`src/inc/vlh_pkg.sv`:
```
package vlh_pkg;

	// ------------------------------------------------------------
	// Clock and timing
	// ------------------------------------------------------------
	localparam int unsigned CLK_HZ          = 200_000_000;
	localparam int unsigned CLK_MHZ         = 200;
	localparam int unsigned RESET_PULSE_NS  = 10_000;
	localparam int unsigned RESET_PULSE_CYC = (RESET_PULSE_NS * CLK_MHZ + 999) / 1000;
	localparam int unsigned I2C_QUARTER_NS  = 2_500;
	localparam int unsigned I2C_QUARTER_CYC = (I2C_QUARTER_NS * CLK_MHZ + 999) / 1000;
	localparam int unsigned PORT_SWITCH_S   = 3;
	localparam int unsigned PORT_SWITCH_CYC = PORT_SWITCH_S * CLK_HZ;

	// ------------------------------------------------------------
	// Management buses and chip addresses
	// ------------------------------------------------------------
	localparam int unsigned NBUS        = 3;
	localparam logic [1:0]  BUS_TX      = 2'h0;
	localparam logic [1:0]  BUS_RX      = 2'h1;
	localparam logic [1:0]  BUS_EE      = 2'h2;
	localparam logic [7:0]  TX_DEV_ADDR = 8'h98;
	localparam logic [7:0]  RX_DEV_ADDR = 8'h90;
	localparam logic [7:0]  EE_DEV_ADDR = 8'hA0;

	// ------------------------------------------------------------
	// Register map
	// ------------------------------------------------------------
	localparam int unsigned AW           = 8;
	localparam logic [7:0]  REG_CTRL     = 8'h00;
	localparam logic [7:0]  REG_STATUS   = 8'h04;
	localparam logic [7:0]  REG_CMD      = 8'h08;
	localparam logic [7:0]  REG_RDATA    = 8'h0C;
	localparam logic [7:0]  REG_IRQ_STAT = 8'h10;
	localparam logic [7:0]  REG_IRQ_MASK = 8'h14;
	localparam logic [1:0]  RESP_OKAY    = 2'h0;
	localparam logic [1:0]  RESP_SLVERR  = 2'h2;

	// Command register fields
	localparam int unsigned CMD_OP_LSB   = 0;
	localparam int unsigned CMD_BUS_LSB  = 4;
	localparam int unsigned CMD_ACK_BIT  = 6;
	localparam int unsigned CMD_DATA_LSB = 8;

	// Status register fields
	localparam int unsigned ST_TX_RST    = 0;
	localparam int unsigned ST_RX_RST    = 1;
	localparam int unsigned ST_PORT      = 2;
	localparam int unsigned ST_BUSY      = 3;
	localparam int unsigned ST_ACK       = 4;
	localparam int unsigned ST_TX_INT    = 5;
	localparam int unsigned ST_RX_INT    = 6;
	localparam int unsigned ST_VIDEO     = 7;

	// Interrupt status and mask fields
	localparam int unsigned IRQ_W        = 4;
	localparam int unsigned IRQ_TX_INT   = 0;
	localparam int unsigned IRQ_RX_INT   = 1;
	localparam int unsigned IRQ_DONE     = 2;
	localparam int unsigned IRQ_SWITCH   = 3;
	localparam logic [3:0]  MASK_RESET   = 4'h0;

	// Control register, bit 0 is tx_reset_go
	typedef struct packed {
		logic port_sel;
		logic video_en;
		logic sink_attached;
		logic source_found;
		logic auto_switch;
		logic hotplug_en;
		logic ee_write_en;
		logic rx_reset_go;
		logic tx_reset_go;
	} vlh_ctrl_t;
	localparam vlh_ctrl_t CTRL_RESET = 9'h000;

	typedef enum logic [2:0] {
		OP_START,
		OP_STOP,
		OP_WRITE,
		OP_READ,
		OP_ADDR
	} vlh_op_t;

endpackage : vlh_pkg

```
`src/rtl/vlh_host_ctrl.sv`:
```
`timescale 1ns/100ps
module vlh_host_ctrl #(
	parameter int unsigned PORT_SWITCH_CYCLES = vlh_pkg::PORT_SWITCH_CYC,
	parameter int unsigned RESET_CYCLES       = vlh_pkg::RESET_PULSE_CYC,
	parameter int unsigned QUARTER_CYCLES     = vlh_pkg::I2C_QUARTER_CYC
) (
	input  wire logic                     clk_i,              // 200 MHz clock
	input  wire logic                     rst_i,              // Synchronous reset, active high
	input  wire logic                     ce_i,               // Clock enable
	input  wire logic [vlh_pkg::AW-1:0]   s_awaddr_i,         // AXI write address
	input  wire logic                     s_awvalid_i,        // AXI write address valid
	output logic                          s_awready_o,        // AXI write address ready
	input  wire logic [31:0]              s_wdata_i,          // AXI write data
	input  wire logic [3:0]               s_wstrb_i,          // AXI write strobes
	input  wire logic                     s_wvalid_i,         // AXI write data valid
	output logic                          s_wready_o,         // AXI write data ready
	output logic [1:0]                    s_bresp_o,          // AXI write response
	output logic                          s_bvalid_o,         // AXI write response valid
	input  wire logic                     s_bready_i,         // AXI write response ready
	input  wire logic [vlh_pkg::AW-1:0]   s_araddr_i,         // AXI read address
	input  wire logic                     s_arvalid_i,        // AXI read address valid
	output logic                          s_arready_o,        // AXI read address ready
	output logic [31:0]                   s_rdata_o,          // AXI read data
	output logic [1:0]                    s_rresp_o,          // AXI read response
	output logic                          s_rvalid_o,         // AXI read valid
	input  wire logic                     s_rready_i,         // AXI read ready
	output logic                          irq_o,              // Level interrupt, active high
	output logic                          tx_rst_n_o,         // Transmitter reset, active low
	output logic                          rx_rst_n_o,         // Receiver reset, active low
	input  wire logic                     tx_int_n_i,         // Transmitter interrupt, active low
	input  wire logic                     rx_int_n_i,         // Receiver interrupt, active low
	output logic [vlh_pkg::NBUS-1:0]      mgmt_scl_o,         // Clock line value, always 0
	output logic [vlh_pkg::NBUS-1:0]      mgmt_scl_oe_o,      // Clock line driven low
	input  wire logic [vlh_pkg::NBUS-1:0] mgmt_sda_i,         // Data line level
	output logic [vlh_pkg::NBUS-1:0]      mgmt_sda_o,         // Data line value, always 0
	output logic [vlh_pkg::NBUS-1:0]      mgmt_sda_oe_o,      // Data line driven low
	output logic                          display_id_eeprom_write_guard_o, // EEPROM write guard
	output logic                          port_one_hotplug_enable_low_o,   // Port 1 hot-plug enable, low
	output logic                          port_two_hotplug_enable_low_o,   // Port 2 hot-plug enable, low
	output logic                          active_port_o,      // 0 = port 1, 1 = port 2
	output logic                          video_out_en_o      // Video and audio drive allowed
);

	// ------------------------------------------------------------
	// Helpers
	// ------------------------------------------------------------
	function automatic logic [31:0] vlh_merge(input logic [31:0] old_v, input logic [31:0] new_v,
	                                           input logic [3:0] strb);
		logic [31:0] r;
		r = old_v;
		for (int i = 0; i < 4; i++) begin
			if (strb[i]) begin
				r[i*8 +: 8] = new_v[i*8 +: 8];
			end
		end
		return r;
	endfunction : vlh_merge

	function automatic logic vlh_mapped(input logic [vlh_pkg::AW-1:0] a);
		return (a == vlh_pkg::REG_CTRL) || (a == vlh_pkg::REG_STATUS) || (a == vlh_pkg::REG_CMD) ||
		       (a == vlh_pkg::REG_RDATA) || (a == vlh_pkg::REG_IRQ_STAT) || (a == vlh_pkg::REG_IRQ_MASK);
	endfunction : vlh_mapped

	// ------------------------------------------------------------
	// Declarations
	// ------------------------------------------------------------
	vlh_pkg::vlh_ctrl_t          ctrl_q;
	vlh_pkg::vlh_ctrl_t          ctrl_wr;
	logic [vlh_pkg::IRQ_W-1:0]   irq_stat_q;
	logic [vlh_pkg::IRQ_W-1:0]   irq_mask_q;
	logic [vlh_pkg::IRQ_W-1:0]   irq_set;
	logic [vlh_pkg::IRQ_W-1:0]   irq_clr;
	logic                        wr_go;
	logic                        rd_go;
	logic                        wr_ctrl;
	logic [31:0]                 rd_val;
	logic [1:0]                  int_s1_q;
	logic [1:0]                  int_s2_q;
	logic [1:0]                  int_prev_q;
	logic [vlh_pkg::NBUS-1:0]    sda_s1_q;
	logic [vlh_pkg::NBUS-1:0]    sda_s2_q;
	logic [1:0]                  rst_n_q;
	logic [1:0]                  rst_go;
	logic [1:0]                  bus_q;
	logic                        cmd_go;
	logic [1:0]                  cmd_bus;
	vlh_pkg::vlh_op_t            cmd_op;
	logic [7:0]                  cmd_byte;
	logic [7:0]                  dev_addr;
	logic                        eng_busy;
	logic                        eng_done;
	logic [7:0]                  eng_rdata;
	logic                        eng_ack;
	logic                        scl_low;
	logic                        sda_low;
	logic [31:0]                 sw_cnt_q;
	logic                        auto_run;
	logic                        sw_due;

	assign wr_go   = s_awvalid_i & s_wvalid_i & ~s_awready_o & ~s_bvalid_o;
	assign rd_go   = s_arvalid_i & ~s_arready_o & ~s_rvalid_o;
	assign wr_ctrl = wr_go & (s_awaddr_i == vlh_pkg::REG_CTRL);
	assign ctrl_wr = vlh_pkg::vlh_ctrl_t'(9'(vlh_merge({23'h0, ctrl_q}, s_wdata_i, s_wstrb_i)));

	// ------------------------------------------------------------
	// AXI4-Lite slave handshakes
	// ------------------------------------------------------------
	always_ff @(posedge clk_i) begin
		if (rst_i) begin
			s_awready_o <= 1'b0;
			s_wready_o  <= 1'b0;
			s_bvalid_o  <= 1'b0;
			s_bresp_o   <= vlh_pkg::RESP_OKAY;
		end else if (ce_i) begin
			s_awready_o <= wr_go;
			s_wready_o  <= wr_go;
			if (wr_go) begin
				s_bvalid_o <= 1'b1;
				s_bresp_o  <= vlh_mapped(s_awaddr_i) ? vlh_pkg::RESP_OKAY : vlh_pkg::RESP_SLVERR;
			end else if (s_bready_i) begin
				s_bvalid_o <= 1'b0;
			end
		end
	end

	always_comb begin
		rd_val = 32'h0;
		unique case (s_araddr_i)
			vlh_pkg::REG_CTRL:     rd_val = {23'h0, ctrl_q};
			vlh_pkg::REG_STATUS: begin
				rd_val[vlh_pkg::ST_TX_RST] = ~rst_n_q[0];
				rd_val[vlh_pkg::ST_RX_RST] = ~rst_n_q[1];
				rd_val[vlh_pkg::ST_PORT]   = active_port_o;
				rd_val[vlh_pkg::ST_BUSY]   = eng_busy;
				rd_val[vlh_pkg::ST_ACK]    = eng_ack;
				rd_val[vlh_pkg::ST_TX_INT] = ~int_s2_q[0];
				rd_val[vlh_pkg::ST_RX_INT] = ~int_s2_q[1];
				rd_val[vlh_pkg::ST_VIDEO]  = video_out_en_o;
			end
			vlh_pkg::REG_RDATA:    rd_val = {24'h0, eng_rdata};
			vlh_pkg::REG_IRQ_STAT: rd_val = {28'h0, irq_stat_q};
			vlh_pkg::REG_IRQ_MASK: rd_val = {28'h0, irq_mask_q};
			default:               rd_val = 32'h0;
		endcase
	end

	always_ff @(posedge clk_i) begin
		if (rst_i) begin
			s_arready_o <= 1'b0;
			s_rvalid_o  <= 1'b0;
			s_rdata_o   <= 32'h0;
			s_rresp_o   <= vlh_pkg::RESP_OKAY;
		end else if (ce_i) begin
			s_arready_o <= rd_go;
			if (rd_go) begin
				s_rvalid_o <= 1'b1;
				s_rdata_o  <= rd_val;
				s_rresp_o  <= vlh_mapped(s_araddr_i) ? vlh_pkg::RESP_OKAY : vlh_pkg::RESP_SLVERR;
			end else if (s_rready_i) begin
				s_rvalid_o <= 1'b0;
			end
		end
	end

	// ------------------------------------------------------------
	// Control, write guard, hot-plug and video gate
	// ------------------------------------------------------------
	always_ff @(posedge clk_i) begin
		if (rst_i) begin
			ctrl_q <= vlh_pkg::CTRL_RESET;
		end else if (ce_i && wr_ctrl) begin
			ctrl_q             <= ctrl_wr;
			ctrl_q.tx_reset_go <= 1'b0;
			ctrl_q.rx_reset_go <= 1'b0;
			if (!ctrl_wr.sink_attached) begin
				ctrl_q.video_en <= 1'b0;
			end
		end
	end

	always_ff @(posedge clk_i) begin
		if (rst_i) begin
			display_id_eeprom_write_guard_o <= 1'b1;
			port_one_hotplug_enable_low_o   <= 1'b1;
			port_two_hotplug_enable_low_o   <= 1'b1;
			video_out_en_o                  <= 1'b0;
		end else if (ce_i) begin
			display_id_eeprom_write_guard_o <= ~ctrl_q.ee_write_en;
			port_one_hotplug_enable_low_o   <= ~ctrl_q.hotplug_en;
			port_two_hotplug_enable_low_o   <= ~ctrl_q.hotplug_en;
			// Video only after a sink is attached and the transmitter is out of reset;
			// a software reset pulse drops it at once so video never overlaps the reset
			video_out_en_o <= ctrl_q.video_en & ctrl_q.sink_attached & rst_n_q[0] & ~rst_go[0];
		end
	end

	// ------------------------------------------------------------
	// Chip reset pulses, started by reset and by software
	// ------------------------------------------------------------
	assign rst_go = {wr_ctrl & ctrl_wr.rx_reset_go, wr_ctrl & ctrl_wr.tx_reset_go};

	for (genvar c = 0; c < 2; c++) begin : g_chip_rst
		logic [31:0] cnt_q;
		always_ff @(posedge clk_i) begin
			if (rst_i) begin
				cnt_q      <= RESET_CYCLES;
				rst_n_q[c] <= 1'b0;
			end else if (ce_i) begin
				if (rst_go[c]) begin
					cnt_q      <= RESET_CYCLES;
					rst_n_q[c] <= 1'b0;
				end else if (cnt_q != 32'h0) begin
					cnt_q <= cnt_q - 32'h1;
				end else begin
					rst_n_q[c] <= 1'b1;
				end
			end
		end
	end

	assign tx_rst_n_o = rst_n_q[0];
	assign rx_rst_n_o = rst_n_q[1];

	// ------------------------------------------------------------
	// Pin synchronisers
	// ------------------------------------------------------------
	always_ff @(posedge clk_i) begin
		if (rst_i) begin
			int_s1_q   <= 2'h3;
			int_s2_q   <= 2'h3;
			int_prev_q <= 2'h3;
			sda_s1_q   <= '1;
			sda_s2_q   <= '1;
		end else if (ce_i) begin
			int_s1_q   <= {rx_int_n_i, tx_int_n_i};
			int_s2_q   <= int_s1_q;
			int_prev_q <= int_s2_q;
			sda_s1_q   <= mgmt_sda_i;
			sda_s2_q   <= sda_s1_q;
		end
	end

	// ------------------------------------------------------------
	// Management bus commands
	// ------------------------------------------------------------
	assign cmd_bus = s_wdata_i[vlh_pkg::CMD_BUS_LSB +: 2];
	assign cmd_op  = vlh_pkg::vlh_op_t'(s_wdata_i[vlh_pkg::CMD_OP_LSB +: 3]);

	always_comb begin
		unique case (cmd_bus)
			vlh_pkg::BUS_TX: dev_addr = vlh_pkg::TX_DEV_ADDR;
			vlh_pkg::BUS_RX: dev_addr = vlh_pkg::RX_DEV_ADDR;
			default:         dev_addr = vlh_pkg::EE_DEV_ADDR;
		endcase
	end

	// Address primitive puts the chip address in front of the read/write bit
	assign cmd_byte = (cmd_op == vlh_pkg::OP_ADDR) ?
	                  {dev_addr[7:1], s_wdata_i[vlh_pkg::CMD_DATA_LSB]} :
	                  s_wdata_i[vlh_pkg::CMD_DATA_LSB +: 8];

	// A chip held in reset cannot be initialised, so its commands are dropped
	assign cmd_go = wr_go && (s_awaddr_i == vlh_pkg::REG_CMD) && !eng_busy && (cmd_bus != 2'h3) &&
	                (cmd_op <= vlh_pkg::OP_ADDR) &&
	                !((cmd_bus == vlh_pkg::BUS_TX) && !rst_n_q[0]) &&
	                !((cmd_bus == vlh_pkg::BUS_RX) && !rst_n_q[1]);

	always_ff @(posedge clk_i) begin
		if (rst_i) begin
			bus_q <= vlh_pkg::BUS_TX;
		end else if (ce_i && cmd_go) begin
			bus_q <= cmd_bus;
		end
	end

	vlh_i2c_engine #(
		.QUARTER_CYC (QUARTER_CYCLES)
	) u_engine (
		.clk_i     (clk_i),
		.rst_i     (rst_i),
		.ce_i      (ce_i),
		.start_i   (cmd_go),
		.op_i      (cmd_op),
		.byte_i    (cmd_byte),
		.ack_i     (s_wdata_i[vlh_pkg::CMD_ACK_BIT]),
		.sda_i     (sda_s2_q[bus_q]),
		.busy_o    (eng_busy),
		.done_o    (eng_done),
		.rdata_o   (eng_rdata),
		.ack_o     (eng_ack),
		.scl_low_o (scl_low),
		.sda_low_o (sda_low)
	);

	// Idle buses are released, which leaves the EEPROM lines to the source
	for (genvar b = 0; b < vlh_pkg::NBUS; b++) begin : g_bus_pins
		always_ff @(posedge clk_i) begin
			if (rst_i) begin
				mgmt_scl_o[b]    <= 1'b0;
				mgmt_sda_o[b]    <= 1'b0;
				mgmt_scl_oe_o[b] <= 1'b0;
				mgmt_sda_oe_o[b] <= 1'b0;
			end else if (ce_i) begin
				mgmt_scl_oe_o[b] <= (bus_q == 2'(b)) & scl_low;
				mgmt_sda_oe_o[b] <= (bus_q == 2'(b)) & sda_low;
			end
		end
	end

	// ------------------------------------------------------------
	// Active port and switch timer
	// ------------------------------------------------------------
	assign auto_run = ctrl_q.auto_switch & ~ctrl_q.source_found & rst_n_q[1];
	assign sw_due   = auto_run && (sw_cnt_q == PORT_SWITCH_CYCLES - 1) && !wr_ctrl;

	always_ff @(posedge clk_i) begin
		if (rst_i) begin
			active_port_o <= 1'b0;
			sw_cnt_q      <= 32'h0;
		end else if (ce_i) begin
			// One bit of state names the single active port
			if (wr_ctrl) begin
				active_port_o <= ctrl_wr.port_sel;
			end else if (sw_due) begin
				active_port_o <= ~active_port_o;
			end
			if (!auto_run || sw_due || (wr_ctrl && ctrl_wr.port_sel != active_port_o)) begin
				sw_cnt_q <= 32'h0;
			end else begin
				sw_cnt_q <= sw_cnt_q + 32'h1;
			end
		end
	end

	// ------------------------------------------------------------
	// Interrupt status, cleared by read, set wins
	// ------------------------------------------------------------
	always_comb begin
		irq_set                      = '0;
		irq_set[vlh_pkg::IRQ_TX_INT] = int_prev_q[0] & ~int_s2_q[0];
		irq_set[vlh_pkg::IRQ_RX_INT] = int_prev_q[1] & ~int_s2_q[1];
		irq_set[vlh_pkg::IRQ_DONE]   = eng_done;
		irq_set[vlh_pkg::IRQ_SWITCH] = sw_due;
		irq_clr = (rd_go && s_araddr_i == vlh_pkg::REG_IRQ_STAT) ? irq_stat_q : '0;
	end

	always_ff @(posedge clk_i) begin
		if (rst_i) begin
			irq_stat_q <= '0;
			irq_mask_q <= vlh_pkg::MASK_RESET;
			irq_o      <= 1'b0;
		end else if (ce_i) begin
			irq_stat_q <= (irq_stat_q & ~irq_clr) | irq_set;
			if (wr_go && s_awaddr_i == vlh_pkg::REG_IRQ_MASK) begin
				irq_mask_q <= 4'(vlh_merge({28'h0, irq_mask_q}, s_wdata_i, s_wstrb_i));
			end
			irq_o <= |(irq_stat_q & irq_mask_q);
		end
	end

endmodule : vlh_host_ctrl

```
`src/rtl/vlh_i2c_engine.sv`:
```
`timescale 1ns/100ps
module vlh_i2c_engine #(
	parameter int unsigned QUARTER_CYC = vlh_pkg::I2C_QUARTER_CYC
) (
	input  wire logic            clk_i,     // System clock
	input  wire logic            rst_i,     // Synchronous reset
	input  wire logic            ce_i,      // Clock enable
	input  wire logic            start_i,   // Start one primitive
	input  wire vlh_pkg::vlh_op_t op_i,     // Primitive to run
	input  wire logic [7:0]      byte_i,    // Byte to send
	input  wire logic            ack_i,     // Ack bit sent after a read
	input  wire logic            sda_i,     // Synchronised data line
	output logic                 busy_o,    // Primitive in progress
	output logic                 done_o,    // Primitive finished
	output logic [7:0]           rdata_o,   // Byte received
	output logic                 ack_o,     // Ack bit seen, 0 = acked
	output logic                 scl_low_o, // Pull clock low
	output logic                 sda_low_o  // Pull data low
);

	localparam int QW = $clog2(QUARTER_CYC + 1);

	typedef enum logic [1:0] {ENG_IDLE, ENG_START, ENG_STOP, ENG_BITS} vlh_eng_t;

	vlh_eng_t       state_q;
	logic [QW-1:0]  qcnt_q;
	logic [1:0]     phase_q;
	logic [3:0]     bit_q;
	logic [8:0]     shift_q;
	logic [8:0]     rxsh_q;
	logic           tick;

	assign tick   = (qcnt_q == QW'(QUARTER_CYC - 1));
	assign busy_o = (state_q != ENG_IDLE);

	always_ff @(posedge clk_i) begin
		if (rst_i) begin
			state_q   <= ENG_IDLE;
			qcnt_q    <= '0;
			phase_q   <= 2'h0;
			bit_q     <= 4'h0;
			shift_q   <= 9'h1FF;
			rxsh_q    <= 9'h000;
			done_o    <= 1'b0;
			rdata_o   <= 8'h00;
			ack_o     <= 1'b1;
			scl_low_o <= 1'b0;
			sda_low_o <= 1'b0;
		end else if (ce_i) begin
			done_o <= 1'b0;
			if (state_q == ENG_IDLE) begin
				qcnt_q  <= '0;
				phase_q <= 2'h0;
				bit_q   <= 4'h0;
				if (start_i) begin
					unique case (op_i)
						vlh_pkg::OP_START: state_q <= ENG_START;
						vlh_pkg::OP_STOP:  state_q <= ENG_STOP;
						default:           state_q <= ENG_BITS;
					endcase
					// A read releases data for eight bits and then sends our ack
					shift_q <= (op_i == vlh_pkg::OP_READ) ? {8'hFF, ack_i} : {byte_i, 1'b1};
				end
			end else begin
				qcnt_q <= tick ? '0 : qcnt_q + QW'(1);
				if (tick) begin
					phase_q <= phase_q + 2'h1;
					unique case (state_q)
						ENG_START: begin
							unique case (phase_q)
								2'h0: sda_low_o <= 1'b0;
								2'h1: scl_low_o <= 1'b0;
								2'h2: sda_low_o <= 1'b1;
								2'h3: begin
									scl_low_o <= 1'b1;
									state_q   <= ENG_IDLE;
									done_o    <= 1'b1;
								end
							endcase
						end
						ENG_STOP: begin
							unique case (phase_q)
								2'h0: sda_low_o <= 1'b1;
								2'h1: scl_low_o <= 1'b0;
								2'h2: sda_low_o <= 1'b0;
								2'h3: begin
									state_q <= ENG_IDLE;
									done_o  <= 1'b1;
								end
							endcase
						end
						default: begin
							unique case (phase_q)
								2'h0: sda_low_o <= ~shift_q[8];
								2'h1: scl_low_o <= 1'b0;
								2'h2: rxsh_q    <= {rxsh_q[7:0], sda_i};
								2'h3: begin
									scl_low_o <= 1'b1;
									shift_q   <= {shift_q[7:0], 1'b1};
									bit_q     <= bit_q + 4'h1;
									if (bit_q == 4'h8) begin
										rdata_o <= rxsh_q[8:1];
										ack_o   <= rxsh_q[0];
										state_q <= ENG_IDLE;
										done_o  <= 1'b1;
									end
								end
							endcase
						end
					endcase
				end
			end
		end
	end

endmodule : vlh_i2c_engine

```
`config.mk`:
```
export PLATFORM = sky130hd
export DESIGN_NAME = vlh_host_ctrl
export DESIGN_NICKNAME = d
export VERILOG_FILES = /design/src/inc/vlh_pkg.sv /design/src/rtl/vlh_host_ctrl.sv /design/src/rtl/vlh_i2c_engine.sv
export SDC_FILE = /design/constraint.sdc
export NUM_CORES = 1
export LEC_CHECK = 0
export BUFFER_PORTS_ARGS = -buffer_cell sky130_fd_sc_hd__buf_4
export CAP_MARGIN = 20
export CORE_UTILIZATION = 50
export CTS_CLUSTER_DIAMETER = 40
export DETAILED_ROUTE_END_ITERATION = 7
export GPL_TIMING_DRIVEN = 0
export PLACE_DENSITY = 0.81
export SYNTH_ARGS = -nofsm -noshare
export SYNTH_HDL_FRONTEND = slang
export SYNTH_SLANG_ARGS = --single-unit
```
`constraint.sdc`:
```
create_clock -name clk_i -period 7.7 [get_ports clk_i]
set_input_delay 1.54 -clock clk_i [delete_from_list [all_inputs] [get_ports clk_i]]
set_output_delay 1.54 -clock clk_i [all_outputs]
set_load 0.03 [all_outputs]
```
==> impl_metrics.toml, run 1 <==
[yosys]
ys.flop_type = "dfxtp_1"
ys_ff_latch = 200
yosys_warnings = 0
ys_async_sr_fraction = 0
synth_edf_count = 0
avgSynthCellArea_um2 = 8.484
synth_cell_types = 71
ys_seq_area_frac = 0.4125
syn_inst = 1144
synthesis.area_mm2 = 0.009706

[min_path]
hold_class = "register to register"

[placed_design]
place_ws_ns = 3.357
gp_congestion = 0.9093
place_inst = 1507
dpl.hpwl_mm = 17.92
numPortBuffers = 73

[clocking]
insertion_delay_ns = 0.46
postCtsSetupRepairBufs = 0
cts_htree_levels = 4
cts_hold_buf = 0
cts_buffers = 17
cts_tree = "built"
max-clock-path-buffers = 2
clk_pin_slew_ns = 0.09
cts_sinks = 200
clockRootBuffer = "clkbuf_16"
cts_resized = 0

[run]
drv_cap = 0

[setup_path]
worstPathMaxFanout = 10
startpoint_type = "primary input"
critical_path_arrival_ns = 4.25
path_class = "primary input to register"
endpoint_kind = "register"
required_ns = 8.02

[final_layout]
drive_gt1_frac = 0.1345
nNetsFinal = 1347
final_cell_mix = "dfxtp_1 (200), nor2_1 (178), nand2_1 (107), buf_4 (106), a21oi_1 (60)"
syn_to_final_growth_pct = 16.72
fin_cells = 1539
final_common_cell = "dfxtp_1"
diodes = 0

[global_routing]
grt_overflow = 0
antenna_found_initial = 0
grt_start_max_net_pins = 24
grt_use_total = 0.2508
first_global_vias = 8075
grt_pass1_wl_mm = 39.63

[routing]
wirelength_mm = 24.58
drc_errors = 0
via_count = 8747
viasPerCell = 5.684
drtPass1Iterations = 6
drt_iter0_drc = 869
wl_per_cell_um = 15.97
ant_nets = 0

[die]
die-area_mm2 = 0.01997
die_h_um = 141.3
rows = 50
die_w_um = 141.3
core_area_mm2 = 0.01889
start_util = 0.5137
io_pins = 126

[timing]
fin_crit_sh = 0.5109
hold_viol = 0
rsz0062_at_grt = "false"
slew_viol_final = 0
timing.hold.ws_ns = 0.4622
setup_tns_ns = 0
slew_headroom = 0.3624
worst_slack_ns = 3.766
post-route-min-period_ns = 3.934
fin_skew_ns = 0.01172
worst_pin_slew_ns = 0.9543
max_clock_freq_mhz = 254.2
finalSetupViolCount = 0

[power_and_ir_drop]
max-vdd-ir-drop_uv = 122.7
power_density_mw_per_mm2 = 194.9
p_leak_nw = 4.281

[outcome]
outcome = "finished, final reports clean"
## state kept, by name, summed over array words and instances (netlist names), 3 cells and up
signal / count
ctrl_q: 7
g_chip_rst.cnt_q: 64
irq_mask_q: 4
irq_stat_q: 4
mgmt_scl_oe_o: 3
mgmt_sda_oe_o: 3
s_rdata_o: 9
sda_s1_q: 3
sda_s2_q: 3
sw_cnt_q: 32
u_engine.bit_q: 4
u_engine.qcnt_q: 9
u_engine.rdata_o: 8
u_engine.rxsh_q: 9
u_engine.shift_q: 9
## critical path: stages
cell,delay [ns]
buf_4,0.08
nor4bb_1,0.62
nand2_1,0.22
or4_1,0.59
a21oi_1,0.62
clkbuf_1,0.43
a31oi_1,0.15
## metal layers
layer	track usage	wire, µm
met1	0.3160	10500
met2	0.4184	11550
met3	0.05636	1944
met4	0.09497	590
met5	0	0
## synth_stat cells, types with 3 or more instances
library cell / instances / area, µm²
o211ai_1: 9 / 67.56
nand3b_1: 6 / 45.04
a31oi_1: 11 / 68.82
and2_1: 4 / 25.02
o21ai_0: 25 / 125.1
a21oi_1: 60 / 300.3
or4_1: 16 / 120.1
o31ai_1: 5 / 37.54
xnor2_1: 46 / 402.9
xor2_1: 41 / 359.1
nor4_1: 15 / 93.84
nor2b_1: 7 / 43.79
a22oi_1: 5 / 37.54
nand2_1: 107 / 401.6
clkbuf_1: 39 / 146.4
dfxtp_1: 200 / 4004
nand2b_1: 15 / 93.84
and3_1: 9 / 56.30
nand4_1: 28 / 175.2
mux2i_1: 42 / 420.4
buf_4: 33 / 247.7
a32oi_1: 3 / 26.28
nand4bb_1: 3 / 33.78
nor2_1: 178 / 668.1
or2_2: 8 / 50.05
nor4_2: 8 / 100.1
buf_2: 4 / 20.02
nor3_1: 32 / 160.2
o2111ai_1: 4 / 35.03
nand3_1: 36 / 180.2
inv_1: 26 / 97.59
nor3b_1: 5 / 37.54
nor4bb_1: 3 / 30.03
or3_1: 19 / 118.9
a211oi_1: 14 / 105.1
nand4b_1: 3 / 26.28
and4_1: 3 / 26.28
o41ai_1: 3 / 26.28
ha_1: 16 / 200.2
buf_1: 7 / 26.28
o21a_1: 3 / 22.52
a222oi_1: 4 / 40.04
## through the flow
| stage | area (µm²) | utilization | total power, mW |
|---|---|---|---|
| finish | 11330 | 0.5996 | 2.208 |
| global route | 11330 | 0.5996 | 2.282 |
| CTS | 11330 | 0.5996 | 2.213 |
| detailed placement | 10690 | 0.5659 | 1.285 |
| global placement | 10690 | 0.5659 | 1.282 |
| floorplan | 9818 | - | 1.221 |
## path summary, 6_finish.rpt
kind,start,end,slack (ns),cells after the start
setup / recovery,s_wvalid_i,u_engine.shift_q[4],3.77,7
hold / removal,s_rdata_o[4],s_rdata_o[4],0.46,2
setup reg to reg,s_wready_o,u_engine.shift_q[4],4.56,6
hold reg to reg,s_rdata_o[4],s_rdata_o[4],0.46,2
## where the power goes
| group | switching, mW | leakage [nW] | internal (mW) | total, mW |
|---|---|---|---|---|
| logic | 0.131 | 2.36 | 0.0722 | 0.203 |
| clock network | 0.489 | 0.306 | 0.454 | 0.943 |
| registers | 0.0135 | 1.62 | 1.05 | 1.06 |
## cells by family after synthesis
kind of cell | count (synthesis) | synth area share
AND/OR/NAND/NOR | 521 | 0.2760
flip-flops | 200 | 0.4125
AO/OA/AOI/OAI | 164 | 0.1082
buffers and inverters | 111 | 0.05698
XOR/XNOR | 87 | 0.07851
multiplexers | 44 | 0.04680
adder cells (fa/ha/maj) | 16 | 0.02063
other | 1 | 0.0003864
## area by class of cell
class / count / area (µm²)
tap: 260 / 325.3
timing repair buffer: 73 / 548.0
multi-input combinational: 863 / 5261
buffer: 84 / 451.7
clock buffer: 17 / 425.4
inverter: 27 / 101.3
fill: 1644 / 7565
sequential: 200 / 4004
clock inverter: 15 / 211.5
No activity file was read; power rests on OpenSTA's default activity.
==> inputs of run 2 (changes only) <==
- ABC_AREA: unset -> 1
- PLACE_DENSITY: 0.81 -> 0.8
- clock period: 7.7 -> 3.8 ns (I/O delays scaled with it)
==> run 2 against run 1 <==
Area after synthesis grew 15%. Power grew 100%. Worst setup slack lost 2.1 ns. Design area grew 13%. Largest cell class unchanged. Highest routed layer unchanged.
==> impl_metrics.toml, run 2 <==
[outcome]
outcome = "finished, final reports clean"

[global_routing]
grt_use_met1 = 0.3637
grt_use_met2 = 0.4445
grt_pass1_wl_mm = 49.47
grt_use_total = 0.2754
grt_overflow = 0
grt-busiest-layer = "met2"
use_met3 = 0.04337
grt_start_max_net_pins = 24
first_global_vias = 10141
antenna_found_initial = 0

[yosys]
ys_async_sr_fraction = 0
netlist.top_cell.by_area = "dfxtp_1"
synthesis.area_mm2 = 0.01115
ys_ff_latch = 200
ys_seq_area_frac = 0.3589
synth_cell_types = 51
synthTopCellsByArea = "dfxtp_1 (36%), nand2_1 (15%), nor2_1 (10%)"
post-synth-top-count-cell = "nand2_1"
synth_edf_count = 0
synth_common_cells = "nand2_1 (437), nor2_1 (296), dfxtp_1 (200)"
ys.flop_type = "dfxtp_1"
yosys_warnings = 0
synth_top_area_frac = 0.3589
syn_inst = 1704
avgSynthCellArea_um2 = 6.546

[final_layout]
regMostFlops = "g_chip_rst.cnt_q"
largest_register_ff_count = 64
diodes = 0
nNetsFinal = 1908
fin_cells = 2120
final_cell_mix = "nand2_1 (437), nor2_1 (296), dfxtp_1 (200), inv_1 (163), nand3_1 (120)"
fin_area_mm2 = 0.01281
largestRegisters = "g_chip_rst.cnt_q x64, sw_cnt_q x32"
syn_to_final_growth_pct = 14.82
final_common_cell = "nand2_1"
drive_gt1_frac = 0.1201
fin_util = 0.5869

[clocking]
cts_hold_buf = 0
max-clock-path-buffers = 2
cts_tree = "built"
cts_htree_levels = 4
cts_sinks = 200
postCtsSetupRepairBufs = 0
clockRootBuffer = "clkbuf_16"
cts_resized = 0
clk_pin_slew_ns = 0.08
cts_buffers = 17
insertion_delay_ns = 0.46

[die]
io_pins = 126
die_w_um = 151.4
start_util = 0.5111
rows = 54
die_h_um = 151.4
core_area_mm2 = 0.02182
die-area_mm2 = 0.02291

[timing]
hold_viol = 0
setup_tns_ns = 0
worst_slack_ns = 1.625
slew_viol_final = 0
finalSetupViolCount = 0
fin_crit_sh = 0.5722
slew_headroom = 0.3610
max_clock_freq_mhz = 459.9
fin_skew_ns = 0.01532
rsz0062_at_grt = "false"
post-route-min-period_ns = 2.175
timing.hold.ws_ns = 0.4618
worst_pin_slew_ns = 0.9586

[power_and_ir_drop]
power_density_mw_per_mm2 = 352.0
p_leak_nw = 5.569
total_power_mw = 4.508
max-vdd-ir-drop_uv = 319.7

[placed_design]
numPortBuffers = 74
place_inst = 2088
dpl.hpwl_mm = 23.20
gp_congestion = 0.9394
place_ws_ns = 1.238
postPlaceCellArea_mm2 = 0.01217

[setup_path]
required_ns = 4.11
crit_slowest_cell = "buf_1"
critical_path_arrival_ns = 2.48
r2r_setup_slack_ns = 1.63
cpPeakStageDelay_ns = 0.77
worstPathMaxFanout = 10
startpoint_type = "primary input"
endpoint_kind = "register"
path_class = "primary input to register"
worstPathCellList = "buf_4 -> buf_2 -> buf_1 -> o21ai_0 -> nand2_1 -> a21oi_1"

[routing]
wl_per_cell_um = 14.54
wirelength_mm = 30.82
drtPass1Iterations = 7
ant_nets = 0
viasPerCell = 5.337
via_count = 11315
drt_iter0_drc = 1013
drc_errors = 0

[min_path]
hold_class = "register to register"

[run]
drv_cap = 0
run 2: cell count changes in the layout (fill, tap and decap cells not counted), sizes merged, moves of 20 or more:
cell   change
nand3     +91
nand2    +342
xnor2     -40
or3       -20
a21oi     +44
nor2     +136
inv      +143
mux2i     -41
o21ai     +45
run 2: area by class of cell:
class	instances	area [µm²]
clock inverter	15	209.0
fill	2059	9016
tap	280	350.3
clock buffer	17	425.4
sequential	200	4004
multi-input combinational	1278	6076
inverter	174	659.4
timing repair buffer	74	555.5
buffer	82	528.0
run 2: kinds of logic after synthesis:
group,after synthesis,share of synthesized area
simple gates,994,0.3899
buf+inv,256,0.1064
flops,200,0.3589
compound gates,196,0.09411
xor+xnor,40,0.03141
fa+ha+maj,16,0.01795
other cells,1,0.0003362
mux,1,0.0008974
run 2: where the power goes:
part	leakage [nW]	internal, mW	switching, mW
logic	3.64	0.141	0.284
registers	1.62	2.13	0.0259
clock network	0.306	0.922	1.01
total	5.57	3.19	1.32
run 2: path summary, 6_finish.rpt:
check / to / depth (start not counted) / from
setup / recovery: tx_rst_n_o / 6 / ce_i
hold / removal: u_engine.rdata_o[7] / 2 / u_engine.rdata_o[7]
setup reg to reg: u_engine.shift_q[4] / 12 / u_engine.state_q[0]
hold reg to reg: u_engine.rdata_o[7] / 2 / u_engine.rdata_o[7]
run 2: layer usage:
| layer | wire, µm | vias to the layer above |
|---|---|---|
| li1 | - | 5644 |
| met1 | 13270 | 5132 |
| met2 | 14190 | 474 |
| met3 | 2349 | 65 |
| met4 | 1015 | 0 |
| met5 | 0 | - |
run 2: worst max-delay path: cells and delay by family:
family | cells | cell delay (ns)
and+or+nand+nor | 1 | 0.12
AOI/OAI and AO/OA | 2 | 0.29
buffers and inverters | 3 | 1.32
